==> config.mk <==
export PLATFORM = sky130hd
export DESIGN_NAME = pmatpc_top
export DESIGN_NICKNAME = d
export VERILOG_FILES = /design/src/shared/pmatpc_pkg.sv /design/src/verilog/pmatpc_pattern_gen.sv /design/src/verilog/pmatpc_top.sv
export SDC_FILE = /design/constraint.sdc
export NUM_CORES = 1
export LEC_CHECK = 0
export BUFFER_PORTS_ARGS = -buffer_cell sky130_fd_sc_hd__buf_2
export CAP_MARGIN = 20
export CORE_ASPECT_RATIO = 1.2
export CORE_UTILIZATION = 35
export DETAILED_ROUTE_END_ITERATION = 10
export PLACE_DENSITY = 0.69
export SETUP_SLACK_MARGIN = 0.5
export SLEW_MARGIN = 0
export SYNTH_ARGS = -nofsm -noshare
export SYNTH_HDL_FRONTEND = slang
export SYNTH_SLANG_ARGS = --single-unit
==> constraint.sdc <==
create_clock -name core_clk -period 1.9 [get_ports core_clk]
set_input_delay 0.095 -clock core_clk [delete_from_list [all_inputs] [get_ports core_clk]]
set_output_delay 0.095 -clock core_clk [all_outputs]
set_load 0.01 [all_outputs]
==> src/shared/pmatpc_pkg.sv <==
// Package of offsets, fields, reset values and encodings for the test pattern block
package pmatpc_pkg;

  // Register offsets
  localparam logic [15:0] ADDR_AUTONEG_CONTROL = 16'h0200;
  localparam logic [15:0] ADDR_PMA_CONTROL = 16'h08f6;
  localparam logic [15:0] ADDR_PMA_TEST_CONTROL = 16'h08f8;
  localparam logic [15:0] ADDR_AUTONEG_FORCED = 16'h8000;
  localparam logic [15:0] ADDR_SOFT_PD_CONTROL = 16'h8812;
  localparam logic [15:0] ADDR_SOFT_PD_STATE = 16'h8818;
  localparam logic [15:0] ADDR_TX_LEVEL = 16'h8900;

  // Field positions
  localparam int AUTONEG_ENABLE_BIT = 12;
  localparam int TX_QUIET_MODE_BIT = 14;
  localparam int TEST_PATTERN_LSB = 13;
  localparam int AUTONEG_FORCED_BIT = 0;
  localparam int SOFT_PD_REQUEST_BIT = 0;
  localparam int SOFT_PD_READY_BIT = 1;
  localparam int TX_LEVEL_HIGH_BIT = 0;

  // Values after reset
  localparam logic RST_AUTONEG_ENABLE = 1'b1;
  localparam logic RST_AUTONEG_FORCED = 1'b0;
  localparam logic RST_SOFT_PD_REQUEST = 1'b0;
  localparam logic RST_TX_QUIET = 1'b0;
  localparam logic RST_TX_LEVEL_HIGH = 1'b0;
  localparam logic [2:0] RST_TEST_PATTERN = 3'h0;

  // Counts of cycles and of symbols
  localparam int PD_ENTRY_CYCLES = 4;
  localparam int RUN_SYMBOLS = 10;

  // Test pattern codes
  typedef enum logic [2:0] {
    PAT_NORMAL = 3'b000,
    PAT_ALTERNATE = 3'b001,
    PAT_RUNS_OF_TEN = 3'b010,
    PAT_IDLE = 3'b011
  } pmatpc_pattern_t;

  // Ternary line symbols
  localparam logic [1:0] SYM_ZERO = 2'b00;
  localparam logic [1:0] SYM_PLUS = 2'b01;
  localparam logic [1:0] SYM_MINUS = 2'b11;

endpackage

==> src/verilog/pmatpc_pattern_gen.sv <==
// Symbol source for the alternating and run-of-ten transmit patterns
module pmatpc_pattern_gen #(
  parameter int RUN_LEN = pmatpc_pkg::RUN_SYMBOLS
) (
  input wire logic core_clk,
  input wire logic rst,
  input wire logic sym_tick,
  input wire logic run_en,
  output logic alt_sym_neg,
  output logic run_sym_neg
);

  logic [4:0] run_cnt_r;

  // Alternating polarity every symbol: full period every two symbols
  always_ff @(posedge core_clk or posedge rst) begin
    if (rst) begin
      alt_sym_neg <= 1'b0;
    end else if (!run_en) begin
      alt_sym_neg <= 1'b0;
    end else if (sym_tick) begin
      alt_sym_neg <= ~alt_sym_neg;
    end
  end

  // Polarity flips after each run, giving a twenty symbol period
  always_ff @(posedge core_clk or posedge rst) begin
    if (rst) begin
      run_cnt_r <= 5'h00;
      run_sym_neg <= 1'b0;
    end else if (!run_en) begin
      run_cnt_r <= 5'h00;
      run_sym_neg <= 1'b0;
    end else if (sym_tick) begin
      if (run_cnt_r == 5'(RUN_LEN - 1)) begin
        run_cnt_r <= 5'h00;
        run_sym_neg <= ~run_sym_neg;
      end else begin
        run_cnt_r <= run_cnt_r + 5'h01;
      end
    end
  end

endmodule

==> src/verilog/pmatpc_top.sv <==
// Transmit test pattern and quiet mode control with its management registers
//
// The address-and-strobe port is this design's own decision.
module pmatpc_top #(
  parameter int PD_CYCLES = pmatpc_pkg::PD_ENTRY_CYCLES
) (
  input wire logic core_clk,
  input wire logic rst,
  input wire logic [15:0] reg_addr,
  input wire logic [15:0] reg_wdata,
  input wire logic reg_wr,
  input wire logic reg_rd,
  output logic [15:0] reg_rdata,
  input wire logic sym_tick,
  input wire logic [1:0] data_sym,
  input wire logic [1:0] idle_sym,
  output logic [1:0] line_sym,
  output logic line_level_high,
  output logic powered_down,
  output logic autoneg_active
);

  ////////////////////////////////////////////////////////////////////////////
  // Control registers

  logic autoneg_enable_r;
  logic autoneg_forced_mode_r;
  logic soft_powerdown_request_r;
  logic soft_powerdown_ready_r;
  logic tx_quiet_mode_enable_r;
  logic tx_level_high_r;
  logic [2:0] tx_test_pattern_select_r;
  logic [2:0] pd_cnt_r;
  logic run_en;
  logic alt_neg;
  logic run_neg;
  logic [1:0] line_sym_nxt;

  // Decode helper used by both write and read paths
  function automatic logic hit(input logic [15:0] a, input logic [15:0] o);
    return a == o;
  endfunction

  // Maps a polarity flag onto a ternary symbol
  function automatic logic [1:0] sym_of(input logic neg);
    return neg ? pmatpc_pkg::SYM_MINUS : pmatpc_pkg::SYM_PLUS;
  endfunction

  // Autonegotiation enable; the sequence itself is kept by software
  always_ff @(posedge core_clk or posedge rst) begin
    if (rst) begin
      autoneg_enable_r <= pmatpc_pkg::RST_AUTONEG_ENABLE;
    end else if (reg_wr &&
                 hit(reg_addr, pmatpc_pkg::ADDR_AUTONEG_CONTROL)) begin
      autoneg_enable_r <= reg_wdata[pmatpc_pkg::AUTONEG_ENABLE_BIT];
    end
  end

  // Forced mode bit
  always_ff @(posedge core_clk or posedge rst) begin
    if (rst) begin
      autoneg_forced_mode_r <= pmatpc_pkg::RST_AUTONEG_FORCED;
    end else if (reg_wr &&
                 hit(reg_addr, pmatpc_pkg::ADDR_AUTONEG_FORCED)) begin
      autoneg_forced_mode_r <= reg_wdata[pmatpc_pkg::AUTONEG_FORCED_BIT];
    end
  end

  // Power-down request
  always_ff @(posedge core_clk or posedge rst) begin
    if (rst) begin
      soft_powerdown_request_r <= pmatpc_pkg::RST_SOFT_PD_REQUEST;
    end else if (reg_wr &&
                 hit(reg_addr, pmatpc_pkg::ADDR_SOFT_PD_CONTROL)) begin
      soft_powerdown_request_r <= reg_wdata[pmatpc_pkg::SOFT_PD_REQUEST_BIT];
    end
  end

  // Quiet transmit enable
  always_ff @(posedge core_clk or posedge rst) begin
    if (rst) begin
      tx_quiet_mode_enable_r <= pmatpc_pkg::RST_TX_QUIET;
    end else if (reg_wr && hit(reg_addr, pmatpc_pkg::ADDR_PMA_CONTROL)) begin
      tx_quiet_mode_enable_r <=
        reg_wdata[pmatpc_pkg::TX_QUIET_MODE_BIT];
    end
  end

  // Pattern select; reserved codes are stored but send normal data
  always_ff @(posedge core_clk or posedge rst) begin
    if (rst) begin
      tx_test_pattern_select_r <= pmatpc_pkg::RST_TEST_PATTERN;
    end else if (reg_wr &&
                 hit(reg_addr, pmatpc_pkg::ADDR_PMA_TEST_CONTROL)) begin
      tx_test_pattern_select_r <=
        reg_wdata[pmatpc_pkg::TEST_PATTERN_LSB +: 3];
    end
  end

  // Output amplitude choice, low level after reset
  always_ff @(posedge core_clk or posedge rst) begin
    if (rst) begin
      tx_level_high_r <= pmatpc_pkg::RST_TX_LEVEL_HIGH;
    end else if (reg_wr && hit(reg_addr, pmatpc_pkg::ADDR_TX_LEVEL)) begin
      tx_level_high_r <= reg_wdata[pmatpc_pkg::TX_LEVEL_HIGH_BIT];
    end
  end

  ////////////////////////////////////////////////////////////////////////////
  // Power-down entry

  // Ready rises a few cycles after the request so the line settles first
  always_ff @(posedge core_clk or posedge rst) begin
    if (rst) begin
      pd_cnt_r <= 3'h0;
      soft_powerdown_ready_r <= 1'b0;
    end else if (!soft_powerdown_request_r) begin
      pd_cnt_r <= 3'h0;
      soft_powerdown_ready_r <= 1'b0;
    end else if (pd_cnt_r == 3'(PD_CYCLES - 1)) begin
      soft_powerdown_ready_r <= 1'b1;
    end else begin
      pd_cnt_r <= pd_cnt_r + 3'h1;
    end
  end

  ////////////////////////////////////////////////////////////////////////////
  // Pattern generation

  // Generators restart on each exit from power-down
  assign run_en = !soft_powerdown_request_r;

  pmatpc_pattern_gen #(
    .RUN_LEN(pmatpc_pkg::RUN_SYMBOLS)
  ) u_gen (
    .core_clk(core_clk),
    .rst(rst),
    .sym_tick(sym_tick),
    .run_en(run_en),
    .alt_sym_neg(alt_neg),
    .run_sym_neg(run_neg)
  );

  // Symbol mux; quiet wins over any pattern, power-down sends zeros
  always_comb begin
    line_sym_nxt = data_sym;
    if (soft_powerdown_request_r) begin
      line_sym_nxt = pmatpc_pkg::SYM_ZERO;
    end else if (tx_quiet_mode_enable_r) begin
      line_sym_nxt = pmatpc_pkg::SYM_ZERO;
    end else begin
      case (tx_test_pattern_select_r)
        pmatpc_pkg::PAT_ALTERNATE: begin
          line_sym_nxt = sym_of(alt_neg);
        end
        pmatpc_pkg::PAT_RUNS_OF_TEN: begin
          line_sym_nxt = sym_of(run_neg);
        end
        pmatpc_pkg::PAT_IDLE: begin
          line_sym_nxt = idle_sym;
        end
        default: begin
          line_sym_nxt = data_sym;
        end
      endcase
    end
  end

  // Registered line outputs; amplitude applies to every mode alike
  always_ff @(posedge core_clk or posedge rst) begin
    if (rst) begin
      line_sym <= pmatpc_pkg::SYM_ZERO;
      line_level_high <= 1'b0;
      powered_down <= 1'b0;
      autoneg_active <= 1'b0;
    end else begin
      line_sym <= line_sym_nxt;
      line_level_high <= tx_level_high_r;
      powered_down <= soft_powerdown_ready_r;
      autoneg_active <= autoneg_enable_r && !autoneg_forced_mode_r;
    end
  end

  ////////////////////////////////////////////////////////////////////////////
  // Read path

  // Read data stands one cycle after the strobe; unmapped reads give zero
  always_ff @(posedge core_clk or posedge rst) begin
    if (rst) begin
      reg_rdata <= 16'h0000;
    end else if (reg_rd) begin
      reg_rdata <= 16'h0000;
      if (hit(reg_addr, pmatpc_pkg::ADDR_AUTONEG_CONTROL)) begin
        reg_rdata[pmatpc_pkg::AUTONEG_ENABLE_BIT] <= autoneg_enable_r;
      end
      if (hit(reg_addr, pmatpc_pkg::ADDR_AUTONEG_FORCED)) begin
        reg_rdata[pmatpc_pkg::AUTONEG_FORCED_BIT] <= autoneg_forced_mode_r;
      end
      if (hit(reg_addr, pmatpc_pkg::ADDR_SOFT_PD_CONTROL)) begin
        reg_rdata[pmatpc_pkg::SOFT_PD_REQUEST_BIT] <= soft_powerdown_request_r;
      end
      if (hit(reg_addr, pmatpc_pkg::ADDR_SOFT_PD_STATE)) begin
        reg_rdata[pmatpc_pkg::SOFT_PD_READY_BIT] <= soft_powerdown_ready_r;
      end
      if (hit(reg_addr, pmatpc_pkg::ADDR_PMA_CONTROL)) begin
        reg_rdata[pmatpc_pkg::TX_QUIET_MODE_BIT] <= tx_quiet_mode_enable_r;
      end
      if (hit(reg_addr, pmatpc_pkg::ADDR_PMA_TEST_CONTROL)) begin
        reg_rdata[pmatpc_pkg::TEST_PATTERN_LSB +: 3] <=
          tx_test_pattern_select_r;
      end
      if (hit(reg_addr, pmatpc_pkg::ADDR_TX_LEVEL)) begin
        reg_rdata[pmatpc_pkg::TX_LEVEL_HIGH_BIT] <= tx_level_high_r;
      end
    end else begin
      reg_rdata <= 16'h0000;
    end
  end

  ////////////////////////////////////////////////////////////////////////////
  // Checks

  // Line checks watch the registered line, one cycle behind the symbol mux
  a_quiet_zero: assert property (@(posedge core_clk) disable iff (rst)
    (tx_quiet_mode_enable_r && !soft_powerdown_request_r) |=>
      line_sym == pmatpc_pkg::SYM_ZERO)
    else $error("quiet mode sent a nonzero symbol");

  a_alt_flip: assert property (@(posedge core_clk) disable iff (rst)
    (!soft_powerdown_request_r && !tx_quiet_mode_enable_r &&
     tx_test_pattern_select_r == pmatpc_pkg::PAT_ALTERNATE && sym_tick &&
     $stable(tx_test_pattern_select_r) && !$rose(run_en)) |=>
      alt_neg != $past(alt_neg))
    else $error("alternating pattern did not flip");

  a_alt_sym: assert property (@(posedge core_clk) disable iff (rst)
    (!soft_powerdown_request_r && !tx_quiet_mode_enable_r &&
     tx_test_pattern_select_r == pmatpc_pkg::PAT_ALTERNATE) |=>
      line_sym != pmatpc_pkg::SYM_ZERO)
    else $error("alternating pattern sent zero");

  a_run_sym: assert property (@(posedge core_clk) disable iff (rst)
    (!soft_powerdown_request_r && !tx_quiet_mode_enable_r &&
     tx_test_pattern_select_r == pmatpc_pkg::PAT_RUNS_OF_TEN) |=>
      line_sym == sym_of($past(run_neg)))
    else $error("run pattern symbol wrong");

  a_idle_pass: assert property (@(posedge core_clk) disable iff (rst)
    (!soft_powerdown_request_r && !tx_quiet_mode_enable_r &&
     tx_test_pattern_select_r == pmatpc_pkg::PAT_IDLE) |=>
      line_sym == $past(idle_sym))
    else $error("idle stream not passed");

  a_normal_data: assert property (@(posedge core_clk) disable iff (rst)
    (!soft_powerdown_request_r && !tx_quiet_mode_enable_r &&
     tx_test_pattern_select_r == pmatpc_pkg::PAT_NORMAL) |=>
      line_sym == $past(data_sym))
    else $error("normal data not passed");

  a_pd_ready: assert property (@(posedge core_clk) disable iff (rst)
    $rose(soft_powerdown_request_r) |->
      ##[1:8] soft_powerdown_ready_r)
    else $error("power-down ready late");

  a_pd_exit: assert property (@(posedge core_clk) disable iff (rst)
    $fell(soft_powerdown_request_r) |=> !soft_powerdown_ready_r)
    else $error("ready stayed after exit");

  a_level_follow: assert property (@(posedge core_clk) disable iff (rst)
    ##1 line_level_high == $past(tx_level_high_r))
    else $error("level output wrong");

  a_code_store: assert property (@(posedge core_clk) disable iff (rst)
    (reg_wr && reg_addr == pmatpc_pkg::ADDR_PMA_TEST_CONTROL) |=>
      tx_test_pattern_select_r == $past(reg_wdata[15:13]))
    else $error("pattern code not stored");

  // While enabled, generators may only move on a symbol strobe; a stray step would
  // shift the pattern phase against the line symbol clock
  a_alt_steady: assert property (@(posedge core_clk) disable iff (rst)
    (run_en && !sym_tick) |=> $stable(alt_neg))
    else $error("alternating pattern moved without a tick");

  a_run_steady: assert property (@(posedge core_clk) disable iff (rst)
    (run_en && !sym_tick) |=> $stable(run_neg))
    else $error("run pattern moved without a tick");

  // Nothing but zeros may reach the line until power-down is left
  a_pd_zero: assert property (@(posedge core_clk) disable iff (rst)
    soft_powerdown_request_r |=> line_sym == pmatpc_pkg::SYM_ZERO)
    else $error("symbol sent during power-down");

endmodule

# Word level (Yosys, flattened, before mapping)
# Index checks and enable logic that the tools add are counted.
# W data, S select, Z words.
# totals
register_bits,40
latch_bits,0
mem_bits_rw,0
romBits,0
inputBits,41
word_cells,70
mem_count,0
# op_classes
n_addsub,2
multipliers,0
n_div,0
magnitude_cmp,0
eq_ne,14
shifts,0
mux,25
n_bitwise,2
n_reduce_logical,11
# op_table
operator,count
$eq A16 B16 Y1 const B,4
$eq A16 B12 Y1 const B,2
$eq A16 B10 Y1 const B,1
$mux W16,1
$mux W5,3
$mux W1,13
$eq A3 B2 Y1 const B,3
$mux W3,3
$mux W2,4
$logic_and A1 B1 Y1,7
$pmux W2 S3,1
$add A5 B1 Y5 const B,1
$eq A5 B4 Y1 const B,1
$reduce_bool A2 Y1,2
$add A3 B1 Y3 const B,1
$eq A3 B1 Y1 const B,1
$ne A2 B1 Y1 const B,1
$ne A2 B2 Y1 const B,1
$not A1 Y1,2
$reduce_and A2 Y1,1
$logic_not A1 Y1,1

# Depth between registers and ports, before layout
# Gate-level depths: netlist (run 1).
# depth
depth_word,5
mapped_depth,6

# Modules after synthesis
# Synthesis (run 1) repeated with hierarchy kept, for this count alone.
# unflattened
hier_cells,146
area_unflattened_um2,1592.8
# by_module_without_submodules
module,n_inst,cells_each,area_per_inst_um2,seq_area_each_um2
pmatpc_top,1,110,1203.7,576.8
pmatpc_pattern_gen,1,36,389.1,175.2

# Worst setup path before layout (run 1)
# OpenSTA, ideal clock, no wires.
# synth_path
path_kind,reg2reg
from,register u_gen.run_cnt_r[0]
to,register u_gen.run_cnt_r[3]
setup_ns,0.099
arrival_time_ns,1.277
setup_slack_ns,0.523
stages_incl_launch_ff,5
path_buffers,0
period_less_slack_ns,1.377
cell_sequence,dfrtp_1 -> ha_1 -> and4bb_2 -> a31o_2 -> a311oi_1
# synth_via
elab_chain_len,4
word_cells_on_any_way,5
# synth_rtl
item,line_no,rtl
start: declaration,pmatpc_pattern_gen.sv:13,logic [4:0] run_cnt_r;
start signal: assignment,pmatpc_pattern_gen.sv:39,run_cnt_r <= run_cnt_r + 5'h01;
$add A5 B1 Y5 or $eq A5 B4 Y1 (tied branches),"pmatpc_pattern_gen.sv:39, pmatpc_pattern_gen.sv:35",
$mux W5 *,pmatpc_pattern_gen.sv:35,if (run_cnt_r == 5'(RUN_LEN - 1)) begin
$mux W5 *,pmatpc_pattern_gen.sv:34,end else if (sym_tick) begin
$mux W5 *,pmatpc_pattern_gen.sv:31,end else if (!run_en) begin
# Every way passes the cells marked *; elsewhere a longest branch is shown, timed or not. The select of a mux whose other input is x is not followed.
# A chain may end at the register's enable or synchronous reset.

# Final worst setup path (run 1)
# Ends and elaborated chain as after synthesis.

==> results of run 1 <==
layer usage:
metal	up-vias	global-route usage	wire length, um
li1	604	-	-
met1	597	0.165	1400
met2	43	0.233	1460
met3	6	0.0389	176
met4	0	0.0960	82
met5	-	0	0
state kept, by name, indices dropped and copies added, names as in the netlist, 2 cells and up:
signal	flops
tx_test_pattern_select_r	3
pd_cnt_r	3
reg_rdata	6
u_gen.run_cnt_r	5
line_sym	2
critical path, delay by kind of cell, from the launching register on:
family	cells	cell delay, ns
compound gates	2	0.44
flops	1	0.39
simple gates	1	0.25
fa+ha+maj	1	0.18
cells in the final DEF, fill, tap and decap left out, types with 3 or more instances in the layout:
cell	instances
nand3_1	6
nand4_1	5
clkbuf_8	6
nor2b_1	3
ha_1	3
conb_1	10
mux2_4	3
nor2_1	15
dfrtp_1	29
buf_4	3
nor3_1	6
a21oi_1	5
inv_1	8
buf_2	40
mux2_2	3
nand2_1	8
nor4_1	5
cells in the mapped netlist (2+ instances only):
cell type	count	area, um2
nand4_1	5	31.3
xnor2_1	2	17.5
nand3_1	6	30.0
nor4b_1	2	17.5
and4bb_2	2	25.0
and4bb_1	2	25.0
a21oi_1	5	25.0
inv_1	8	30.0
xor2_1	2	17.5
clkbuf_1	2	7.51
mux2_1	2	22.5
mux2_2	3	33.8
buf_4	10	75.1
nand2_1	8	30.0
nor2_1	15	56.3
and2_1	2	12.5
mux2i_1	2	20.0
nor4_1	5	31.3
nor2b_1	3	18.8
ha_1	4	50.1
nor3_1	6	30.0
dfrtp_1	29	726
and4_1	2	17.5
mux2_4	3	45.0
path summary, 6_finish.rpt:
kind                                     from                           to  slack [ns]  cells after the start
setup / recovery           u_gen.run_cnt_r[0]           u_gen.run_cnt_r[3]        0.55                      4
hold / removal                  reg_wdata[13]  tx_test_pattern_select_r[0]        0.05                      2
setup reg to reg           u_gen.run_cnt_r[0]           u_gen.run_cnt_r[3]        0.55                      4
hold reg to reg               tx_level_high_r              line_level_high        0.42                      0
max in group asynchronous                 rst             autoneg_enable_r        1.16                      4
min in group asynchronous                 rst                reg_rdata[15]        0.43                      4
where the power goes:
part / internal, uW / total [uW] / switching, uW
logic: 147 / 300 / 153
clock network: 279 / 498 / 219
registers: 711 / 771 / 59.7
what timing repair did:
action / in CTS / in global routing
pin swaps: 0 / 1
hold endpoints to repair: 29 / 0
hold buffers: 1 / 0
setup endpoints to repair: 1 / 1
resized for setup: 0 / 2
buffers inserted: 2 / 0
per-stage QoR:
step	instances	hold WS, ns
after floorplan	157	0.165
after global placement	242	0.187
after detailed placement	242	0.191
after CTS	251	0.0445
after global routing	251	0.0473
final	251	0.0502
cell families after synthesis:
logic type,share of synthesized area
AOI/OAI and AO/OA,0.0562
xor gates and xnor gates,0.0222
adders and majority gates,0.0316
buffers and inverters,0.0712
DFF,0.475
muxes,0.0767
other,0.00237
and+or+nand+nor,0.264
layout make-up:
| type | instances | area (um2) |
|---|---|---|
| clock buffers | 6 | 82.6 |
| fillers | 430 | 2370 |
| inverters | 8 | 30.0 |
| multi-input cells | 107 | 759 |
| flip-flops and latches | 30 | 752 |
| well taps | 56 | 70.1 |
| repair buffers | 44 | 233 |
==> summary.md, run 1 <==
| Metric | Value |
|---|---|
| Num CTS Buffers | 5 |
| Clk slew on worst S/H paths | 0.06 ns |
| Final Critical Period | 1.35 ns |
| Leak | 0.000928 uW |
| DR vias/cell | 4.98 |
| Number of synthesized flops with an enable pin | 0 |
| Vias in the first global route | about 1200 |
| Initial drt markers | 45 |
| RSZ-0062 raised after global routing | true |
| Max Cap Viol | 0 |
| Outcome | completed |
| Sum Neg Setup Slack | 0 ns |
| Final Util | 0.449 |
| Ant diodes | 0 |
| Critical path required time | 2.09 ns |
| Clk sinks | 30 |
| Buffers added on ports | 40 |
| Core area | about 4300 um2 |
| Largest net degree at the start of global routing | 31 |
| Final hold violation count | 0 |
| Dpl ws | 0.347 ns |
| Mapped Area | 1580 um2 |
| DP Area | between 1500 and 2000 um2 |
| Max Freq | 740 MHz |
| Worst skew pair latency | 0.28 ns |
| Max IR drop VDD | 0.259 mV |
| Initial core utilization | 0.368 |
| Slew Limit Fails | 0 |
| Worst setup path class | flop to flop |
| Routed len/inst | ~12 um |
| Clock root buffer | clkbuf_8 |
| DIE WIDTH | 63.4 um |
| Main synth FF type | dfrtp_1 |
| Pwr/cell area | 814 nW/um2 |
| First-pass GRT wire length | just over 5000 um |
| DRC | 0 |
| CTS H-tree lvls | 2 |
| Final instance area | 1930 um2 |
| Skew final | 0.00740 ns |
| Path type of the worst min-delay path | input pin to flop |
| Critical path fanouts, max | 5 |
| Async S/R FF share, synth | 1.00 |
| Initial antenna violation count | 0 |
| Power Total | 1570 uW |
| Critical Path Source Type | flop |
| Routed WL | roughly 3100 um |
| Post-synth cell types | 42 |
| Fin nets | approximately 240 |
| Die footprint | 4790 um2 |
| Number of core rows | 26 |
| Cells after Synth | 148 |
| Post-detail-place hpwl | 2320 um |
| CP max-delay cell | dfrtp_1 |
| Gr ovfl total | 0 |
| # setup viols final | 0 |
| Area grow syn2layout | 21.8% |
| Placer Congestion | 0.775 |
| Clock tree from TritonCTS | done |
| Ys Warns | 0 |
| Final period util | 0.711 |
| Crit end category | flop |
| Vias | 1250 |
| Worst EP arrival | 1.54 ns |
| Die H | 75.6 um |
| First drt pass iteration count | 4 |
| Register area share after synthesis | 0.475 |
| CP max stage delay | around 0.4 ns |
| Clock Path Buffers | 2 |
| Routed Antenna Nets | 0 |
| Slack of the critical path | 0.549 ns |
| Register bit total from synthesis | 30 |
| I/O Pins | 62 |
| Gr usage total | 0.142 |
| Layout cells sized above 1 | 0.338 |
| Worst-path cell chain | ha_2, and4bb_2, a31o_2, a311oi_2 |
| Mean post-synth cell area | 10.7 um2 |
Note: power is estimated with default switching activity, not from simulation.
==> run 2, diff against run 1 <==
==> constraint.sdc (replaced) <==
create_clock -name core_clk -period 1.37 [get_ports core_clk]
set_input_delay 0.0685 -clock core_clk [delete_from_list [all_inputs] [get_ports core_clk]]
set_output_delay 0.0685 -clock core_clk [all_outputs]
set_load 0.01 [all_outputs]
==> run 2 against run 1 <==
Effect of this change:
- setup slack worse by 0.49 ns
- final area is 21% higher
- largest cell class unchanged
- sequential power grew 39%
- clock skew is 0.0058 ns lower
- routed wire length grew 8.3%
- clock power up 43%
- highest routed layer unchanged
- total power increased by 48%
==> summary.md, run 2 (same netlist as run 1, synthesis figures left out) <==
| Metric | Value |
|---|---|
| Initial drt markers | 63 |
| I/O Pins | 62 |
| Clk slew on worst S/H paths | around 0.060 ns |
| CTS H-tree lvls | 2 |
| Gr usage total | 0.154 |
| Final Critical Period | 1.31 ns |
| Routed WL | 3380 um |
| Dpl ws | -0.0537 ns |
| Skew final | 0.00163 ns |
| CP endpoint | u_gen.run_cnt_r[3] |
| Worst EP arrival | ~1.5 ns |
| Critical path fanouts, max | 5 |
| Num CTS Buffers | 5 |
| Non-filler cells, final | 270 |
| Outcome | completed |
| Leak | between 0.001 and 0.0015 uW |
| Register area | 753 um2 |
| First-pass GRT wire length | roughly 5600 um |
| Final period util | 0.953 |
| P_sw | 647 uW |
| Path type of the worst min-delay path | input pin to flop |
| Core area | 4290 um2 |
| Largest regs | reg_rdata x6, u_gen.run_cnt_r x5 |
| RSZ-0062 raised after global routing | true |
| Number of core rows | 26 |
| Ant diodes | 0 |
| Pwr/cell area | 999 nW/um2 |
| Final hold violation count | 0 |
| # setup viols final | 0 |
| Logic pwr share | 0.235 |
| Buffers added on ports | 40 |
| Routed len/inst | about 13 um |
| DIE WIDTH | 63.4 um |
| Most common cell after layout, fill and taps aside | buf_2 |
| Die H | about 76 um |
| First drt pass iteration count | 4 |
| Worst skew pair latency | around 0.27 ns |
| Vias in the first global route | roughly 1300 |
| Most frequent cells in the layout | buf_2 (32), dfrtp_1 (28), buf_6 (13) |
| Critical path required time | 1.55 ns |
| Crit end category | flop |
| Slack of the critical path | roughly 0.064 ns |
| Critical Path Source Type | flop |
| Slew Limit Fails | 0 |
| Clock tree from TritonCTS | done |
| Reg-to-Reg Start | u_gen.run_cnt_r[1] |
| Post-detail-place hpwl | 2450 um |
| Switching part of the total | 0.278 |
| Max Cap Viol | 0 |
| Placer Congestion | 0.783 |
| Fill cells | 388 |
| Reg power frac | 0.460 |
| Vias | approximately 1300 |
| Clock share of power | 0.306 |
| Clock Path Buffers | 2 |
| Crit. Startpoint | u_gen.run_cnt_r[1] |
| Layout cells sized above 1 | 0.528 |
| Worst setup path class | flop to flop |
| Initial core utilization | 0.368 |
| Area grow syn2layout | 47.5% |
| DRC | 0 |
| Pint | 1680 uW |
| Largest net degree at the start of global routing | 29 |
| Clk sinks | 30 |
| Clock root buffer | clkbuf_8 |
| Die footprint | 4790 um2 |
| Routed Antenna Nets | 0 |
| Hold Path Depth | 2 |
| Fin nets | 258 |
| FF-to-FF End | u_gen.run_cnt_r[3] |
| Dpl cells | 253 |
| R2R setup slack | approximately 0.064 ns |
| Max IR drop VDD | 0.340 mV |
| R2R depth | 5 |
| Multi-input logic area | around 940 um2 |
| Max Freq | 766 MHz |
| DR vias/cell | ~4.8 |
| Max reg flops | 6 |
| Gr ovfl total | 0 |
| Initial antenna violation count | 0 |
| Largest reg by FF count | reg_rdata |
run 2: final cells by class:
class                      instances  share of cell area
clock inverter                     1             0.00215
tap                               56              0.0300
sequential                        30               0.323
timing repair buffer              61               0.194
inverter                           8              0.0129
clock buffer                       7              0.0370
multi-input combinational        107               0.401
run 2: stage by stage:
| step | hold slack, ns | cell area, um2 | setup TNS, ns | utilization | total power, uW |
|---|---|---|---|---|---|
| 2_1_floorplan | 0.138 | 1690 | 0 | - | 1340 |
| 3_3_place_gp | -0.0710 | 1960 | -0.126 | 0.457 | 1490 |
| 3_5_place_dp | -0.0667 | 1960 | -0.172 | 0.457 | 1510 |
| 4_1_cts | 0.0115 | 2200 | 0 | 0.512 | 2280 |
| 5_1_grt | 0.0158 | 2330 | 0 | 0.543 | 2480 |
| 6_report | 0.0210 | 2330 | 0 | 0.543 | 2330 |
run 2: critical path: stages (launching register included):
cell	delay [ns]
dfrtp_1	0.34
inv_1	0.05
ha_2	0.16
and4bb_2	0.26
a31o_2	0.23
a311oi_2	0.18
run 2: what timing repair did:
item | 4_1_cts | 5_1_grt
setup endpoints to repair | 24 | 33
pin swaps | 13 | 11
buffers inserted | 5 | 3
gates resized for setup | 22 | 26
hold buffers | 1 | 0
endpoints found under the hold margin | 29 | 0
run 2: metal layers:
layer	vias up	track usage	share of wire
li1	642	-	-
met1	611	0.167	0.40
met2	37	0.278	0.55
met3	7	0.0404	0.041
met4	0	0.0859	0.016
met5	-	0	0
run 2: how the worst min path moves through the flow:
stage                   from                  to  slack (ns)
6_report       reg_wdata[12]    autoneg_enable_r        0.02
3_5_place_dp             rst  u_gen.run_cnt_r[4]       -0.07
4_1_cts        reg_wdata[12]    autoneg_enable_r        0.01
5_1_grt        reg_wdata[12]    autoneg_enable_r        0.02
2_1_floorplan   reg_addr[10]        reg_rdata[1]        0.14
3_3_place_gp             rst  u_gen.run_cnt_r[4]       -0.07
run 2: power groups by stage:
stage / combinational (uW) / clock, uW / sequential (uW)
final: 547 / 712 / 1070
after global routing: 610 / 782 / 1090
after CTS: 472 / 737 / 1070
after detailed placement: 429 / 0 / 1080
after global placement: 418 / 0 / 1080
after floorplan: 261 / 0 / 1080
